==> config.mk <==
export PLATFORM = sky130hd
export DESIGN_NAME = odsc_top
export DESIGN_NICKNAME = d
export VERILOG_FILES = /design/src/design/odsc_pkg.sv /design/src/design/odsc_div_if.sv /design/src/design/odsc_top.sv /design/src/design/odsc_tick_div.sv
export SDC_FILE = /design/constraint.sdc
export NUM_CORES = 1
export LEC_CHECK = 0
export ABC_CLOCK_PERIOD_IN_PS = 2100
export BUFFER_PORTS_ARGS = -buffer_cell sky130_fd_sc_hd__buf_4
export CORE_MARGIN = 8
export CORE_UTILIZATION = 53
export DETAILED_ROUTE_END_ITERATION = 16
export HOLD_SLACK_MARGIN = 0.08
export PLACE_DENSITY = 0.8
export SLEW_MARGIN = 20
export SYNTH_ARGS = -nofsm -noshare
export SYNTH_HDL_FRONTEND = slang
export SYNTH_HIERARCHICAL = 1
export SYNTH_SLANG_ARGS = --single-unit
==> constraint.sdc <==
create_clock -name clk -period 2.1 [get_ports clk]
set_input_delay 0.42 -clock clk [delete_from_list [all_inputs] [get_ports clk]]
set_output_delay 0.42 -clock clk [all_outputs]
set_load 0.05 [all_outputs]
==> src/design/odsc_pkg.sv <==
package odsc_pkg;
   // ==========================================================
   // register map (register offsets are word indices)
   localparam int ODSC_DATA_W = 8;
   localparam logic [7:0] CH7_DIV_IDX = 8'h2c;
   localparam logic [7:0] ROUTE_IDX = 8'h2d;
   localparam logic [7:0] STATE_IDX = 8'h30;
   localparam logic [9:0] CH7_DIV_ADDR = {CH7_DIV_IDX, 2'b00};
   localparam logic [9:0] ROUTE_ADDR = {ROUTE_IDX, 2'b00};
   localparam logic [9:0] STATE_ADDR = {STATE_IDX, 2'b00};
   localparam logic [7:0] CH7_DIV_RST = 8'h05;
   localparam logic [7:0] ROUTE_RST = 8'h0a;
   // ==========================================================
   // field positions
   localparam int SYN2_PRE_LSB = 6;
   localparam int SYN1_PRE_LSB = 4;
   localparam int PIN1_SEL_LSB = 2;
   localparam int PIN0_SEL_LSB = 0;
   localparam int SEL_W = 2;
   // ==========================================================
   // encodings
   localparam logic [1:0] PRE_OFF = 2'h0;
   localparam logic [1:0] PRE_DIV4 = 2'h1;
   localparam logic [1:0] PRE_DIV5 = 2'h2;
   localparam logic [7:0] PRE4_CODE = 8'h03;
   localparam logic [7:0] PRE5_CODE = 8'h04;
   localparam logic [1:0] PIN_DIV_A = 2'h0;
   localparam logic [1:0] PIN_DIV_B = 2'h1;
   localparam logic [1:0] PIN_STATUS = 2'h2;
   localparam logic [1:0] PIN_OFF = 2'h3;
   localparam logic [1:0] SRC_SYN1 = 2'h0;
   localparam logic [1:0] SRC_SYN2 = 2'h1;
   localparam logic [7:0] DIV_OFF_CODE = 8'h00;
endpackage

==> src/design/odsc_div_if.sv <==
`timescale 1ns/1ps
`default_nettype none
// ==========================================================
// one tick divider: control side and divider side
interface odsc_div_if;
   import odsc_pkg::*;
   logic tickIn;
   logic enable;
   logic bypass;
   logic [ODSC_DATA_W-1:0] code;
   logic tickOut;
   modport ctrl(output tickIn, output enable, output bypass, output code, input tickOut);
   modport div(input tickIn, input enable, input bypass, input code, output tickOut);
endinterface // odsc_div_if
`default_nettype wire

==> src/design/odsc_top.sv <==
// Our own choice: the Avalon-MM register port.
`timescale 1ns/1ps
`default_nettype none
// ==========================================================
// channel seven divider and status pin clock routing
module odsc_top
   import odsc_pkg::*;
(
   input wire logic clk,
   input wire logic reset,
   input wire logic [9:0] address,
   input wire logic read,
   input wire logic write,
   input wire logic [31:0] writedata,
   input wire logic [3:0] byteenable,
   output logic [31:0] readdata,
   output logic waitrequest,
   input wire logic [1:0] chSourceSel,
   input wire logic synthOneTick,
   input wire logic synthTwoTick,
   input wire logic refTick,
   input wire logic [ODSC_DATA_W-1:0] cmosDivACode,
   input wire logic [ODSC_DATA_W-1:0] cmosDivBCode,
   input wire logic [1:0] statusIn,
   output logic ch7Tick,
   output logic [1:0] statPin,
   output logic [1:0] statPinOe
);
   // ==========================================================
   // register bus slave: one wait state on every access
   logic ack_reg;
   logic [ODSC_DATA_W-1:0] ch7Div_reg;
   logic [ODSC_DATA_W-1:0] route_reg;
   logic [31:0] readdata_reg;
   logic clkA_reg;
   logic clkB_reg;
   logic [1:0] statPin_reg;
   logic [1:0] statPinOe_reg;

   wire request = read || write;
   wire accept = request && ack_reg;
   wire wrLow = write && accept && byteenable[0];
   wire hitCh7 = (address == CH7_DIV_ADDR);
   wire hitRoute = (address == ROUTE_ADDR);
   wire hitState = (address == STATE_ADDR);
   wire [ODSC_DATA_W-1:0] stateView = {4'h0, statPin_reg, clkB_reg, clkA_reg};
   // unmapped reads return zero, unmapped writes vanish
   wire [ODSC_DATA_W-1:0] readSel = hitCh7 ? ch7Div_reg :
                                    hitRoute ? route_reg :
                                    hitState ? stateView : '0;
   assign waitrequest = request && !ack_reg;
   assign readdata = readdata_reg;

   // bus handshake and read capture
   always_ff @(posedge clk) begin
      if (reset) begin
         ack_reg <= 1'b0;
         readdata_reg <= '0;
      end else begin
         ack_reg <= request && !ack_reg;
         if (request && !ack_reg) begin
            readdata_reg <= {24'h00_0000, readSel};
         end
      end
   end

   // configuration registers
   always_ff @(posedge clk) begin
      if (reset) begin
         ch7Div_reg <= CH7_DIV_RST;
         route_reg <= ROUTE_RST;
      end else begin
         if (wrLow && hitCh7) begin
            ch7Div_reg <= writedata[ODSC_DATA_W-1:0];
         end
         if (wrLow && hitRoute) begin
            route_reg <= writedata[ODSC_DATA_W-1:0];
         end
      end
   end

   // ==========================================================
   // field decode
   wire [1:0] syn2Pre = route_reg[SYN2_PRE_LSB +: SEL_W];
   wire [1:0] syn1Pre = route_reg[SYN1_PRE_LSB +: SEL_W];
   wire [1:0] pinSel [2];
   assign pinSel[1] = route_reg[PIN1_SEL_LSB +: SEL_W];
   assign pinSel[0] = route_reg[PIN0_SEL_LSB +: SEL_W];
   wire srcSynth = (chSourceSel == SRC_SYN1) || (chSourceSel == SRC_SYN2);

   odsc_div_if chDiv();
   odsc_div_if preOne();
   odsc_div_if preTwo();
   odsc_div_if divA();
   odsc_div_if divB();

   // channel seven: references pass straight through
   assign chDiv.tickIn = (chSourceSel == SRC_SYN1) ? synthOneTick :
                         (chSourceSel == SRC_SYN2) ? synthTwoTick : refTick;
   assign chDiv.enable = 1'b1;
   assign chDiv.bypass = !srcSynth || (ch7Div_reg == DIV_OFF_CODE);
   assign chDiv.code = ch7Div_reg;
   assign ch7Tick = chDiv.tickOut;

   // pre-dividers; reserved code 3 is treated as off
   assign preOne.tickIn = synthOneTick;
   assign preOne.enable = (syn1Pre == PRE_DIV4) || (syn1Pre == PRE_DIV5);
   assign preOne.bypass = 1'b0;
   assign preOne.code = (syn1Pre == PRE_DIV4) ? PRE4_CODE : PRE5_CODE;
   assign preTwo.tickIn = synthTwoTick;
   assign preTwo.enable = (syn2Pre == PRE_DIV4) || (syn2Pre == PRE_DIV5);
   assign preTwo.bypass = 1'b0;
   assign preTwo.code = (syn2Pre == PRE_DIV4) ? PRE4_CODE : PRE5_CODE;

   // cmos dividers: a from synthesizer one, b from synthesizer two
   assign divA.tickIn = preOne.tickOut;
   assign divA.enable = (cmosDivACode != DIV_OFF_CODE);
   assign divA.bypass = 1'b0;
   assign divA.code = cmosDivACode;
   assign divB.tickIn = preTwo.tickOut;
   assign divB.enable = (cmosDivBCode != DIV_OFF_CODE);
   assign divB.bypass = 1'b0;
   assign divB.code = cmosDivBCode;

   odsc_tick_div uChDiv (.clk(clk), .reset(reset), .p(chDiv));
   odsc_tick_div uPreOne (.clk(clk), .reset(reset), .p(preOne));
   odsc_tick_div uPreTwo (.clk(clk), .reset(reset), .p(preTwo));
   odsc_tick_div uDivA (.clk(clk), .reset(reset), .p(divA));
   odsc_tick_div uDivB (.clk(clk), .reset(reset), .p(divB));

   // square waves: one toggle per divided tick, halves the rate
   always_ff @(posedge clk) begin
      if (reset) begin
         clkA_reg <= 1'b0;
         clkB_reg <= 1'b0;
      end else begin
         clkA_reg <= clkA_reg ^ divA.tickOut;
         clkB_reg <= clkB_reg ^ divB.tickOut;
      end
   end

   // ==========================================================
   // status pin muxes
   genvar i;
   generate
      for (i = 0; i < 2; i++) begin : gPin
         wire pinOut = (pinSel[i] == PIN_DIV_A) ? clkA_reg :
                       (pinSel[i] == PIN_DIV_B) ? clkB_reg :
                       (pinSel[i] == PIN_STATUS) ? statusIn[i] : 1'b0;
         wire pinOe = (pinSel[i] != PIN_OFF);

         // registered so a mux change cannot glitch the pin
         always_ff @(posedge clk) begin
            if (reset) begin
               statPin_reg[i] <= 1'b0;
               statPinOe_reg[i] <= 1'b0;
            end else begin
               statPin_reg[i] <= pinOut;
               statPinOe_reg[i] <= pinOe;
            end
         end

         a_pin_off_static: assert property (@(posedge clk) disable iff (reset)
            pinSel[i] == PIN_OFF |=> !statPin[i] && !statPinOe[i])
            else $error("disabled status pin not static");
         a_pin_status_path: assert property (@(posedge clk) disable iff (reset)
            pinSel[i] == PIN_STATUS |=> statPin[i] == $past(statusIn[i]) && statPinOe[i])
            else $error("status level not routed to pin");
         a_pin_clock_src: assert property (@(posedge clk) disable iff (reset)
            pinSel[i] == PIN_DIV_B |=> statPin[i] == $past(clkB_reg))
            else $error("pin not following cmos_div_b clock");
         a_pin_diva_src: assert property (@(posedge clk) disable iff (reset)
            pinSel[i] == PIN_DIV_A |=> statPin[i] == $past(clkA_reg) && statPinOe[i])
            else $error("pin not following cmos_div_a clock");
      end
   endgenerate
   assign statPin = statPin_reg;
   assign statPinOe = statPinOe_reg;

   // ==========================================================
   // checks
   a_ch7_write_takes: assert property (@(posedge clk) disable iff (reset)
      wrLow && hitCh7 |=> ch7Div_reg == $past(writedata[7:0]))
      else $error("divider write lost");
   a_route_reset_val: assert property (@(posedge clk)
      reset |=> route_reg == ROUTE_RST)
      else $error("route register reset value wrong");
   a_ch7_bypass_code: assert property (@(posedge clk) disable iff (reset)
      ch7Div_reg == DIV_OFF_CODE && chSourceSel == SRC_SYN1 && synthOneTick |=> ch7Tick)
      else $error("code zero did not bypass");
   a_ch7_half_rate: assert property (@(posedge clk) disable iff (reset)
      (ch7Div_reg == 8'h01 && srcSynth && ch7Tick) ##1 (ch7Div_reg == 8'h01 && srcSynth)
      |-> !ch7Tick)
      else $error("divide by two produced adjacent ticks");
   a_ch7_ref_pass: assert property (@(posedge clk) disable iff (reset)
      !srcSynth && refTick |=> ch7Tick)
      else $error("reference not passed undivided");
   a_pre_off_quiet: assert property (@(posedge clk) disable iff (reset)
      syn1Pre == PRE_OFF |=> !preOne.tickOut)
      else $error("disabled pre-divider ticked");
   a_diva_off_quiet: assert property (@(posedge clk) disable iff (reset)
      cmosDivACode == DIV_OFF_CODE |=> !divA.tickOut)
      else $error("cmos_div_a ticked with code zero");
   a_diva_from_pre: assert property (@(posedge clk) disable iff (reset)
      divA.tickOut |-> $past(preOne.tickOut))
      else $error("cmos_div_a tick without pre-divider tick");
   a_bus_one_wait: assert property (@(posedge clk) disable iff (reset)
      $rose(read) |-> waitrequest ##1 !waitrequest)
      else $error("read not answered after one wait");
   a_bus_write_wait: assert property (@(posedge clk) disable iff (reset)
      $rose(write) |-> waitrequest ##1 !waitrequest)
      else $error("write not answered after one wait");
   a_divb_from_pre: assert property (@(posedge clk) disable iff (reset)
      divB.tickOut |-> $past(preTwo.tickOut))
      else $error("cmos_div_b tick without pre-divider tick");

   c_ch7_divided: cover property (@(posedge clk) ch7Tick && ch7Div_reg > 8'h01 && srcSynth);
   c_pin_toggles: cover property (@(posedge clk) pinSel[0] == PIN_DIV_A && $rose(statPin[0]));
   c_route_write: cover property (@(posedge clk) wrLow && hitRoute);
   c_pin_disabled: cover property (@(posedge clk) pinSel[0] == PIN_OFF && pinSel[1] == PIN_STATUS);
   c_ch7_bypass: cover property (@(posedge clk) ch7Tick && ch7Div_reg == DIV_OFF_CODE && srcSynth);
endmodule // odsc_top
`default_nettype wire

==> src/design/odsc_tick_div.sv <==
`timescale 1ns/1ps
`default_nettype none
// ==========================================================
// divide a tick stream by code+1, or pass it when bypassed
module odsc_tick_div
   import odsc_pkg::*;
(
   input wire logic clk,
   input wire logic reset,
   odsc_div_if.div p
);
   logic [ODSC_DATA_W-1:0] cnt_reg;
   logic [ODSC_DATA_W-1:0] cnt_next;
   logic out_reg;
   logic out_next;
   wire atTerm = (cnt_reg == p.code);
   wire idle = !p.enable || p.bypass;

   // counter wraps past 255 if code is lowered under it, so a
   // reprogram costs at most one long period, never a lockup
   assign cnt_next = idle ? '0 :
                     (p.tickIn ? (atTerm ? '0 : cnt_reg + 8'h01) : cnt_reg);
   assign out_next = p.enable && p.tickIn && (p.bypass || atTerm);
   assign p.tickOut = out_reg;

   // registered so every path has the same one-cycle latency
   always_ff @(posedge clk) begin
      if (reset) begin
         cnt_reg <= '0;
         out_reg <= 1'b0;
      end else begin
         cnt_reg <= cnt_next;
         out_reg <= out_next;
      end
   end
endmodule // odsc_tick_div
`default_nettype wire

# == Word-level counts from Yosys, hierarchy flattened ==
# Cells that the tools add are included.
# classes
add_sub_neg,5
multipliers,0
div_mod_pow,0
order_cmp,0
eq_ne,19
n_shift,0
n_mux,18
n_bitwise,6
reduce_logical,34
# op_table
cell,n
8-bit 2-to-1 mux,7
8-bit by 1-bit adder with 8-bit output (second input constant),5
10-bit by 8-bit equality test with 1-bit output (second input constant),3
8-bit equality test,3
8-bit by 3-bit equality test with 1-bit output,2
8-bit nonzero test,2
1-bit logical AND,15
2-bit by 1-bit equality test with 1-bit output (second input constant),5
2-bit OR reduction,5
2-bit equality test (second input constant),4
8-bit zero test,1
1-bit 2-to-1 mux,8
2-bit zero test,3
1-bit logical OR,6
3-bit 2-to-1 mux,2
4-bit 2-to-1 mux,1
2-bit != test (second input constant),2
1-bit NOT,4
1-bit zero test,2
1-bit XOR,2
# totals
register_bits,76
latch_bits,0
ramBits,0
rom_bits,0
input_bits,73
output_inout_bits,38
word_cells,102
mem_count,0

# == Longest topological paths before layout ==
# Gate-level depths: netlist (run 1).
# depth
ltp_word,6
ltp_mapped,7
depth_no_buf,7

# == Cells and area by module ==
# Netlist (run 1), hierarchy kept.
# modules_own_cells
mod,n_inst,cells_each,area_each_um2,seq_area_each_um2
odsc_tick_div,5,54,521.8,180.2
odsc_top,1,190,1619.1,620.6

# == Worst setup path before layout (run 1) ==
# No wires, ideal clock.
# synth_timing
kind,input -> register
from,input chSourceSel[0]
to,register uChDiv.cnt_reg[0]
setup_time_ps,75
arrival_ps,1670
t_required_ps,2025
path_slack_ps,354
stages,5
path_buffers,0
path_cell_list,mux2i_1 > o21ai_0 > inv_1 > or3_1 > o22ai_1
# synth_via
word_cells_on_any_way,8
cone_classes,1 x eq/ne; 2 x mux; 5 x reduce/logical
# synth_rtl
item,line,rtl
from (decl),odsc_top.sv:18,"input wire logic [1:0] chSourceSel,"
2-bit by 1-bit equality test with 1-bit output,odsc_top.sv:99,(chSourceSel == SRC_SYN2) ? synthTwoTick : refTick;
1-bit 2-to-1 mux,odsc_top.sv:99,
1-bit 2-to-1 mux (*),odsc_top.sv:98,assign chDiv.tickIn = (chSourceSel == SRC_SYN1) ? synthOneTick :
net chDiv.tickIn,odsc_div_if.sv:7,logic tickIn;
to (signal assigned),odsc_tick_div.sv:32,cnt_reg <= cnt_next;
to (decl),odsc_tick_div.sv:12,logic [ODSC_DATA_W-1:0] cnt_reg;
# The timed path passes the listed nets; every way through them passes the cells marked *.
# A chain may end at the register's enable or synchronous reset.

# == Final worst setup path (run 1) ==
# layout_timing
from,register route_reg[7]
to,register uPreTwo.cnt_reg[0]
# layout_via
elab_chain_len,4
word_cells_on_any_way,8
cone_classes,3 x eq/ne; 2 x mux; 1 x bitwise; 2 x reduce/logical
# layout_rtl
item,line,rtl
from (decl),odsc_top.sv:33,logic [ODSC_DATA_W-1:0] route_reg;
from (signal assigned),odsc_top.sv:77,route_reg <= writedata[ODSC_DATA_W-1:0];
2-bit by 1-bit equality test with 1-bit output or 2-bit equality test (tied branches),odsc_top.sv:111,assign preTwo.enable = (syn2Pre == PRE_DIV4) || (syn2Pre == PRE_DIV5);
1-bit logical OR (*),odsc_top.sv:111,
net preTwo.enable,odsc_div_if.sv:8,logic enable;
1-bit NOT (no source line) (*),--,
2-bit OR reduction (no source line) (*),--,
to (signal assigned),odsc_tick_div.sv:32,
to (decl),odsc_tick_div.sv:12,
# Marks and branches as above.

==> results of run 1 <==
metal layers:
| metal | vias up | GRT usage | wire length, um |
|---|---|---|---|
| li1 | 1712 | - | - |
| met1 | 1575 | 0.199 | 4130 |
| met2 | 95 | 0.298 | 4570 |
| met3 | 13 | 0.0378 | 541 |
| met4 | 0 | 0.0754 | 161 |
| met5 | - | 0 | 0 |
worst max-delay path by stage:
| stage | from | endpoint | slack [ns] |
|---|---|---|---|
| after floorplan | chSourceSel[0] | uChDiv/cnt_reg[0] | 0.35 |
| after global placement | address[9] | route_reg[0] | 0.18 |
| after detailed placement | address[9] | route_reg[0] | 0.17 |
| after CTS | ack_reg | waitrequest | 0.50 |
| after global routing | ch7Div_reg[1] | uChDiv/cnt_reg[0] | 0.38 |
| final | route_reg[7] | uPreTwo/cnt_reg[0] | 0.49 |
metrics by stage:
stage                     cell area [sq um]  cells  hold WS, ns
after floorplan                        4390    502        0.454
after CTS                              5020    653        0.312
after detailed placement               4800    637        0.460
after global routing                   5020    653        0.317
final                                  5020    653        0.316
after global placement                 4800    637        0.452
critical path: cells and delay by family, from the launching register on:
family	cells	cell delay [ns]
and+or+nand+nor	2	0.60
DFF	1	0.37
adders and majority gates	1	0.28
buffers and inverters	2	0.16
AOI/OAI and AO/OA	1	0.13
cell usage in the layout (no fill, tap or decap), drive strengths merged, types with 5 or more instances in the layout:
cell	synthesis	layout
mux2i	19	19
inv	19	21
clkbuf	4	9
nor4	6	6
buf	28	65
a21o	5	5
or3	5	5
a22oi	8	8
ha	7	7
xor2	15	15
nor2	40	40
nor3	46	46
nand3b	10	10
dfxtp	76	76
conb	2	44
o21ai	9	9
o2111a	5	5
nand2	46	46
o31ai	5	5
a21oi	6	6
o22ai	5	5
nand4	25	25
xnor2	57	57
cell type report:
class                           instances  area, sq um
Tap cell                              102          128
Fill cell                             632         2710
Inverter                               19         71.3
Multi-Input combinational cell        375         2570
Clock inverter                          7         98.8
Sequential cell                        76         1520
Timing Repair Buffer                   65          513
Clock buffer                            9          124
power breakdown:
part | switching [W] | internal (W)
Combinational | 0.000224 | 0.000111
Sequential | 0.00000380 | 0.00145
Clock | 0.000565 | 0.000677
cell families (layout without fill, tap and decap cells):
logic type	Yosys count	count (layout)	synth area share
simple gates	187	187	0.272
flops	76	76	0.360
xor+xnor	72	72	0.149
buf+inv	51	100	0.0704
compound gates	46	46	0.0811
mux	19	19	0.0450
fa+ha+maj	7	7	0.0207
other cells	2	44	0.00178
==> impl_metrics.ini, run 1 <==
[run_status]
status = complete, no violations

[synth]
synth-edff-count = 0
yosysMostFrequentCell = dfxtp_1
synth_area_sq_um = 4230
synth_area_leaders = dfxtp_1 36%, xnor2_1 12%, mux2i_1 4.5%, buf_4 4.3%, nand2_1 4.1%
synth_top_area_share = 0.360
synth_flop_cell = dfxtp_1
async_flop_share = 0
ys_ff_latch = 76
synthTopCellsByCount = 76 x dfxtp_1, 57 x xnor2_1, 46 x nand2_1
synth_seq_area_share = 0.360
avgSynthCellArea_sq_um = 9.19
yosys.area.top_type = dfxtp_1
syn_inst = 460
synth_warnings = 6
yosysUniqueCellTypes = 39

[layout]
area_growth_pct = 18.8
final_nets = 626
drive_above_1_share = 0.232
post-route-util = 0.650
antenna_cells = 0

[die]
dieArea_sq_um = 11100
die-width_um = 105
coreArea_sq_um = 7730
std_cell_rows = 32
initial_core_util = 0.547
io_pins = 111
dieHeight_um = 105

[sta]
clock_skew_ns = 0.00934
min_period_ns = 1.61
rsz0062_at_grt = no
postLayoutSetupSlackWorst_ns = 0.490
fin_setup_tns_ns = 0
hold_viol = 0
setup_viol = 0
max_freq_ghz = 0.621
min_period_over_period = 0.767
slew_violations = 0

[placed_design]
io_buffers = 59
gp_congestion = 0.868
dpl.hpwl_um = 7150
dp_slack_ns = 0.174

[route]
routed_wl_um = 9400
wire_per_inst_um = 14.4
drc = 0
drtIter0Drc = 110
firstDrtPassIters = 4
antenna_left = 0
viasPerCell = 5.20
vias = 3395

[setup_path]
rr_worst_depth = 6
crit_arrival_ns = 1.89
crit_type = flop to flop
path_max_fanout = 10
reg2reg_to = uPreTwo/cnt_reg[0]
cp_common_cell = inv_1
ff2ff_setup_slack_ns = 0.49
path_cells = inv_1, ha_1, inv_1, nand3b_2, or3_1, o22ai_1
cp-start-kind = flop
worstSetupEndpointType = flop
r2r-start = route_reg[7]
required_ns = 2.38
cp_slowest_cell = dfxtp_1
crit_path_max_incr_delay_ns = 0.37

[worst_hold_path]
hold_depth = 3
min_path_type = input pin to flop
hold-path-endpoint = ch7Div_reg[5]
min_from = writedata[5]

[global_routing]
grt_pass1_vias = 3535
grt_usage = 0.172
antenna_found_initial = 0
grt_overflow = 0
grt_pass1_wl_um = 16100
grt_max_degree = 35

[clocking]
clk_pin_slew_ns = 0.08
cts_hold_buf = 0
cts_buffers = 9
worstSkewPairLatency_ns = 0.35
post_cts_buffers = 0
htreeDepth = 3
clock_sinks = 76
cts-root-buf = clkbuf_8
cts_resized = 0
cts_max_path_buffers = 2
cts_tree = built

[power]
p_leak_nw = 1.96
ir_drop_v = 0.000504
p_per_area_nw_per_um2 = 603
p_total_w = 0.00303

[job]
drv_cap = 0
Power figures use the tool's default switching activity.
==> inputs of run 2 (changes only) <==
--- a/config.mk
+++ b/config.mk
@@ -5,13 +5,14 @@
 export SDC_FILE = /design/constraint.sdc
 export NUM_CORES = 1
 export LEC_CHECK = 0
-export ABC_CLOCK_PERIOD_IN_PS = 2100
+export ABC_AREA = 1
+export ABC_CLOCK_PERIOD_IN_PS = 1600
 export BUFFER_PORTS_ARGS = -buffer_cell sky130_fd_sc_hd__buf_4
 export CORE_MARGIN = 8
-export CORE_UTILIZATION = 53
+export CORE_UTILIZATION = 55
 export DETAILED_ROUTE_END_ITERATION = 16
 export HOLD_SLACK_MARGIN = 0.08
-export PLACE_DENSITY = 0.8
+export PLACE_DENSITY = 0.81
 export SLEW_MARGIN = 20
 export SYNTH_ARGS = -nofsm -noshare
 export SYNTH_HDL_FRONTEND = slang
==> constraint.sdc (replaced) <==
create_clock -name clk -period 1.6 [get_ports clk]
set_input_delay 0.32 -clock clk [delete_from_list [all_inputs] [get_ports clk]]
set_output_delay 0.32 -clock clk [all_outputs]
set_load 0.05 [all_outputs]
==> impl_metrics.ini, run 2 <==
[run_status]
status = complete, no violations

[setup_path]
cp-start-kind = flop
r2r-start = ch7Div_reg[0]
required_ns = 1.28
path_max_fanout = 13
rr_worst_depth = 8
reg2reg_to = uChDiv/cnt_reg[7]
crit_type = flop to output pin
worstSetupEndpointType = output pin
crit_arrival_ns = 1.19
ff2ff_setup_slack_ns = 0.10

[power]
p_leak_nw = 2.60
p_total_w = 0.00375
p_per_area_nw_per_um2 = 678
ir_drop_v = 0.000456

[synth]
ys_ff_latch = 76
synthTopCellsByCount = 149 x nand2_1, 106 x inv_1, 76 x dfxtp_1
synth_warnings = 6
yosys.area.top_type = dfxtp_1
synth_area_sq_um = 4830
avgSynthCellArea_sq_um = 7.10
synth_top_family_by_area = simple AND/OR/NAND/NOR gates
yosysUniqueCellTypes = 36
synth_compound_area_frac = 0.0624
async_flop_share = 0
synth_xor_area_frac = 0.0852
synth-edff-count = 0
muxShareOfSynthArea = 0.00207
synth_top_area_share = 0.315
synth_seq_area_share = 0.315
synth_fa_ha_area_frac = 0.0181
synth_flop_cell = dfxtp_1
synth_area_leaders = dfxtp_1 32%, nand2_1 12%, inv_1 8.2%, xnor2_1 6.7%, nor2_2 4.9%
synthSimpleGateAreaFrac = 0.368
yosysMostFrequentCell = nand2_1
syn_inst = 680

[sta]
setup_viol = 0
postLayoutSetupSlackWorst_ns = 0.0933
rsz0062_at_grt = no
hold_viol = 0
min_period_ns = 1.51
min_period_over_period = 0.942
clock_skew_ns = 0.00862
fin_setup_tns_ns = 0
max_freq_ghz = 0.664
slew_violations = 0

[clocking]
clock_sinks = 76
cts_resized = 1
cts_buffers = 9
post_cts_buffers = 0
cts_hold_buf = 0
worstSkewPairLatency_ns = 0.35
clk_pin_slew_ns = 0.08
cts_max_path_buffers = 2
cts-root-buf = clkbuf_8
htreeDepth = 3
cts_tree = built

[layout]
post-route-util = 0.639
fillerInstances = 762
area_growth_pct = 14.3
antenna_cells = 0
multi_input_area_sq_um = 2750
ff_latch_area_sq_um = 1520
final_nets = 845
final_common_cell = nand2_1
final_cell_mix = 149 x nand2_1, 105 x inv_1, 76 x dfxtp_1
fin_area_sq_um = 5520
drive_above_1_share = 0.226

[placed_design]
dp_slack_ns = 0.0300
placed_area_sq_um = 5350
io_buffers = 59
dpl.hpwl_um = 8060
gp_congestion = 0.887

[route]
firstDrtPassIters = 5
viasPerCell = 4.78
wire_per_inst_um = 11.5
vias = 4191
routed_wl_um = 10100
antenna_left = 0
drc = 0
drtIter0Drc = 157

[global_routing]
grt_max_degree = 17
antenna_found_initial = 0
grt_usage = 0.171
grt_pass1_wl_um = 16800
grt_overflow = 0
grt_pass1_vias = 3960

[worst_hold_path]
hold_depth = 3
hold-path-endpoint = route_reg[5]
min_from = writedata[5]
min_path_type = input pin to flop

[die]
std_cell_rows = 34
initial_core_util = 0.559
dieHeight_um = 110
io_pins = 111
dieArea_sq_um = 12000
coreArea_sq_um = 8640
die-width_um = 110

[job]
drv_cap = 0
-- run 2: how the worst max path moves through the flow --
stage | start | endpoint | slack [ns] | depth (start not counted)
floorplan | route_reg[5] | uPreOne/cnt_reg[1] | 0.29 | 9
global placement | chSourceSel[0] | uChDiv/cnt_reg[7] | 0.09 | 9
detailed placement | address[9] | ch7Div_reg[5] | 0.03 | 9
CTS | ack_reg | waitrequest | 0.05 | 4
global route | route_reg[4] | uPreOne/cnt_reg[1] | 0.02 | 8
finish | ack_reg | waitrequest | 0.09 | 4
-- run 2: power by group --
group | leakage (nW) | internal [W] | switching [W] | total [W]
registers | 0.615 | 0.00191 | 0.0000116 | 0.00192
clock network | 0.0811 | 0.000553 | 0.000727 | 0.00128
logic | 1.91 | 0.000171 | 0.000376 | 0.000547
-- run 2: metrics by stage --
stage          hold slack (ns)  cells
5_1_grt                  0.210    877
3_3_place_gp             0.456    862
3_5_place_dp             0.457    862
4_1_cts                  0.199    877
6_report                 0.210    877
2_1_floorplan            0.450    722
-- run 2: kinds of logic (layout without fill, tap and decap cells) --
kind of cell,Yosys count,in the layout
simple gates,340,340
flops,76,76
xor+xnor,47,47
fa+ha+maj,7,7
other cells,2,44
compound gates,55,55
buf+inv,152,199
mux,1,1
-- run 2: layout make-up --
cell class,instances,area share
clock inverter,6,0.00770
sequential,76,0.276
clock buffer,9,0.0224
multi-input combinational,494,0.499
tap,108,0.0245
inverter,118,0.0807
timing repair buffer,66,0.0904
-- run 2: worst max-delay path, cell delays in order (launching register included) --
cell,delay [ns]
dfxtp_1,0.34
inv_1,0.07
o21ai_2,0.06
inv_2,0.17
buf_6,0.19
-- run 2: metal layers --
layer  vias up  GRT usage  wire length, um
li1       2183          -                -
met5         -          0                0
met2       103      0.297             4910
met4         0     0.0617              115
met1      1898      0.199             4300
met3         7     0.0422              754
==> inputs of run 3 (changes only) <==
--- a/config.mk
+++ b/config.mk
@@ -11,8 +11,10 @@
 export CORE_MARGIN = 8
 export CORE_UTILIZATION = 55
 export DETAILED_ROUTE_END_ITERATION = 16
+export GPL_TIMING_DRIVEN = 1
 export HOLD_SLACK_MARGIN = 0.08
 export PLACE_DENSITY = 0.81
+export RECOVER_POWER = 50
 export SLEW_MARGIN = 20
 export SYNTH_ARGS = -nofsm -noshare
 export SYNTH_HDL_FRONTEND = slang
==> impl_metrics.ini, run 3 (synthesis gave the netlist of run 2 again) <==
[run_status]
status = complete, no violations

[route]
wire_per_inst_um = 11.5
firstDrtPassIters = 4
viasPerCell = 4.78
vias = 4189
antenna_left = 0
drtIter0Drc = 172
routed_wl_um = 10100
drc = 0

[setup_path]
path_cells = inv_1, nand4_1, o41ai_1, inv_1, nand3_1, inv_1, nand2_4, nor2_2
cp-start-kind = flop
cp_common_cell = inv_1
worstSetupEndpointType = flop
crit_type = flop to flop
cp_top_family = simple AND/OR/NAND/NOR gates
cp_slowest_cell = dfxtp_1
crit_path_max_incr_delay_ns = 0.32
path_max_fanout = 5
worst-path-buf-inv = 3
crit_arrival_ns = 1.74
required_ns = 1.85

[die]
initial_core_util = 0.559
coreArea_sq_um = 8640
std_cell_rows = 34
io_pins = 111
dieArea_sq_um = 12000
die-width_um = 110
dieHeight_um = 110

[layout]
antenna_cells = 0
area_growth_pct = 12.0
drive_above_1_share = 0.209
final_nets = 845
final_common_cell = nand2_1
final_cell_mix = 151 x nand2_1, 105 x inv_1, 76 x dfxtp_1
post-route-util = 0.627

[job]
drv_cap = 0

[placed_design]
gp_congestion = 0.887
io_buffers = 59
dp_slack_ns = 0.0300
dpl.hpwl_um = 8060

[sta]
fin_setup_tns_ns = 0
postLayoutSetupSlackWorst_ns = 0.102
slew_violations = 0
max_freq_ghz = 0.668
relSlewSlack = 0.633
hold_viol = 0
min_period_ns = 1.50
rsz0062_at_grt = no
setup_viol = 0
min_period_over_period = 0.936
worst_slew_pin_slew_ns = 0.547
clock_skew_ns = 0.00883

[global_routing]
grt_overflow = 0
grt_pass1_wl_um = 16800
grt_max_degree = 17
grt_usage = 0.171
antenna_found_initial = 0
grt_pass1_vias = 3960

[power]
p_per_area_nw_per_um2 = 688
ir_drop_v = 0.000456
p_leak_nw = 2.54
p_total_w = 0.00372

[clocking]
clock_sinks = 76
post_cts_buffers = 0
worstSkewPairLatency_ns = 0.35
cts-root-buf = clkbuf_8
clk_pin_slew_ns = 0.08
cts_buffers = 9
cts_tree = built
cts_max_path_buffers = 2
cts_hold_buf = 0
htreeDepth = 3

[worst_hold_path]
min_path_type = input pin to flop
run 3: changes by cell type in the layout (fill, tap and decap cells not counted), moves of 3 or more:
cell and delta:
buf_4 -18, clkbuf_2 +13, nor2_1 +4, nor2_2 -4, clkbuf_1 +3
run 3: power by group:
| part | leakage [nW] | switching (W) | internal (W) | total (W) |
|---|---|---|---|---|
| Combinational | 1.84 | 0.000370 | 0.000158 | 0.000528 |
| Sequential | 0.615 | 0.0000108 | 0.00191 | 0.00192 |
| Clock | 0.0811 | 0.000726 | 0.000553 | 0.00128 |
run 3: through the flow:
stage / hold slack (ns) / area (sq um) / cells
floorplan: 0.450 / 4990 / 722
global placement: 0.456 / 5350 / 862
detailed placement: 0.457 / 5350 / 862
CTS: 0.199 / 5520 / 877
global route: 0.210 / 5410 / 877
finish: 0.210 / 5410 / 877
run 3: timing repair:
action / CTS / global route
gates cloned: 0 / 0
resized for setup: 1 / 1
endpoints found under the setup margin: 1 / 1
run 3: area by class of cell:
cell class              count  area, sq um
flip-flops and latches     76         1520
inverters                 118          445
well taps                 108          135
fillers                   794         3220
multi-input cells         494         2690
clock inverters             6         42.5
repair buffers             66          455
clock buffers               9          124
run 3: tightest hold or removal path, cell delays in order:
cell	delay [ns]
buf_4	0.09
nor2_1	0.04
nor2_1	0.08
run 3: final timing paths:
path,cells after the start,end,startpoint,slack (ns)
max,8,uChDiv/cnt_reg[7],ch7Div_reg[0],0.10
min,3,route_reg[5],writedata[5],0.21
max reg2reg,8,uChDiv/cnt_reg[7],ch7Div_reg[0],0.10
min reg2reg,2,readdata[1],readdata[1],0.47
run 3: layer usage:
layer,GRT usage,vias to the layer above,part of all wire
li1,-,2185,-
met1,0.199,1897,0.44
met2,0.297,100,0.48
met3,0.0422,7,0.065
met4,0.0617,0,0.011
met5,0,-,0
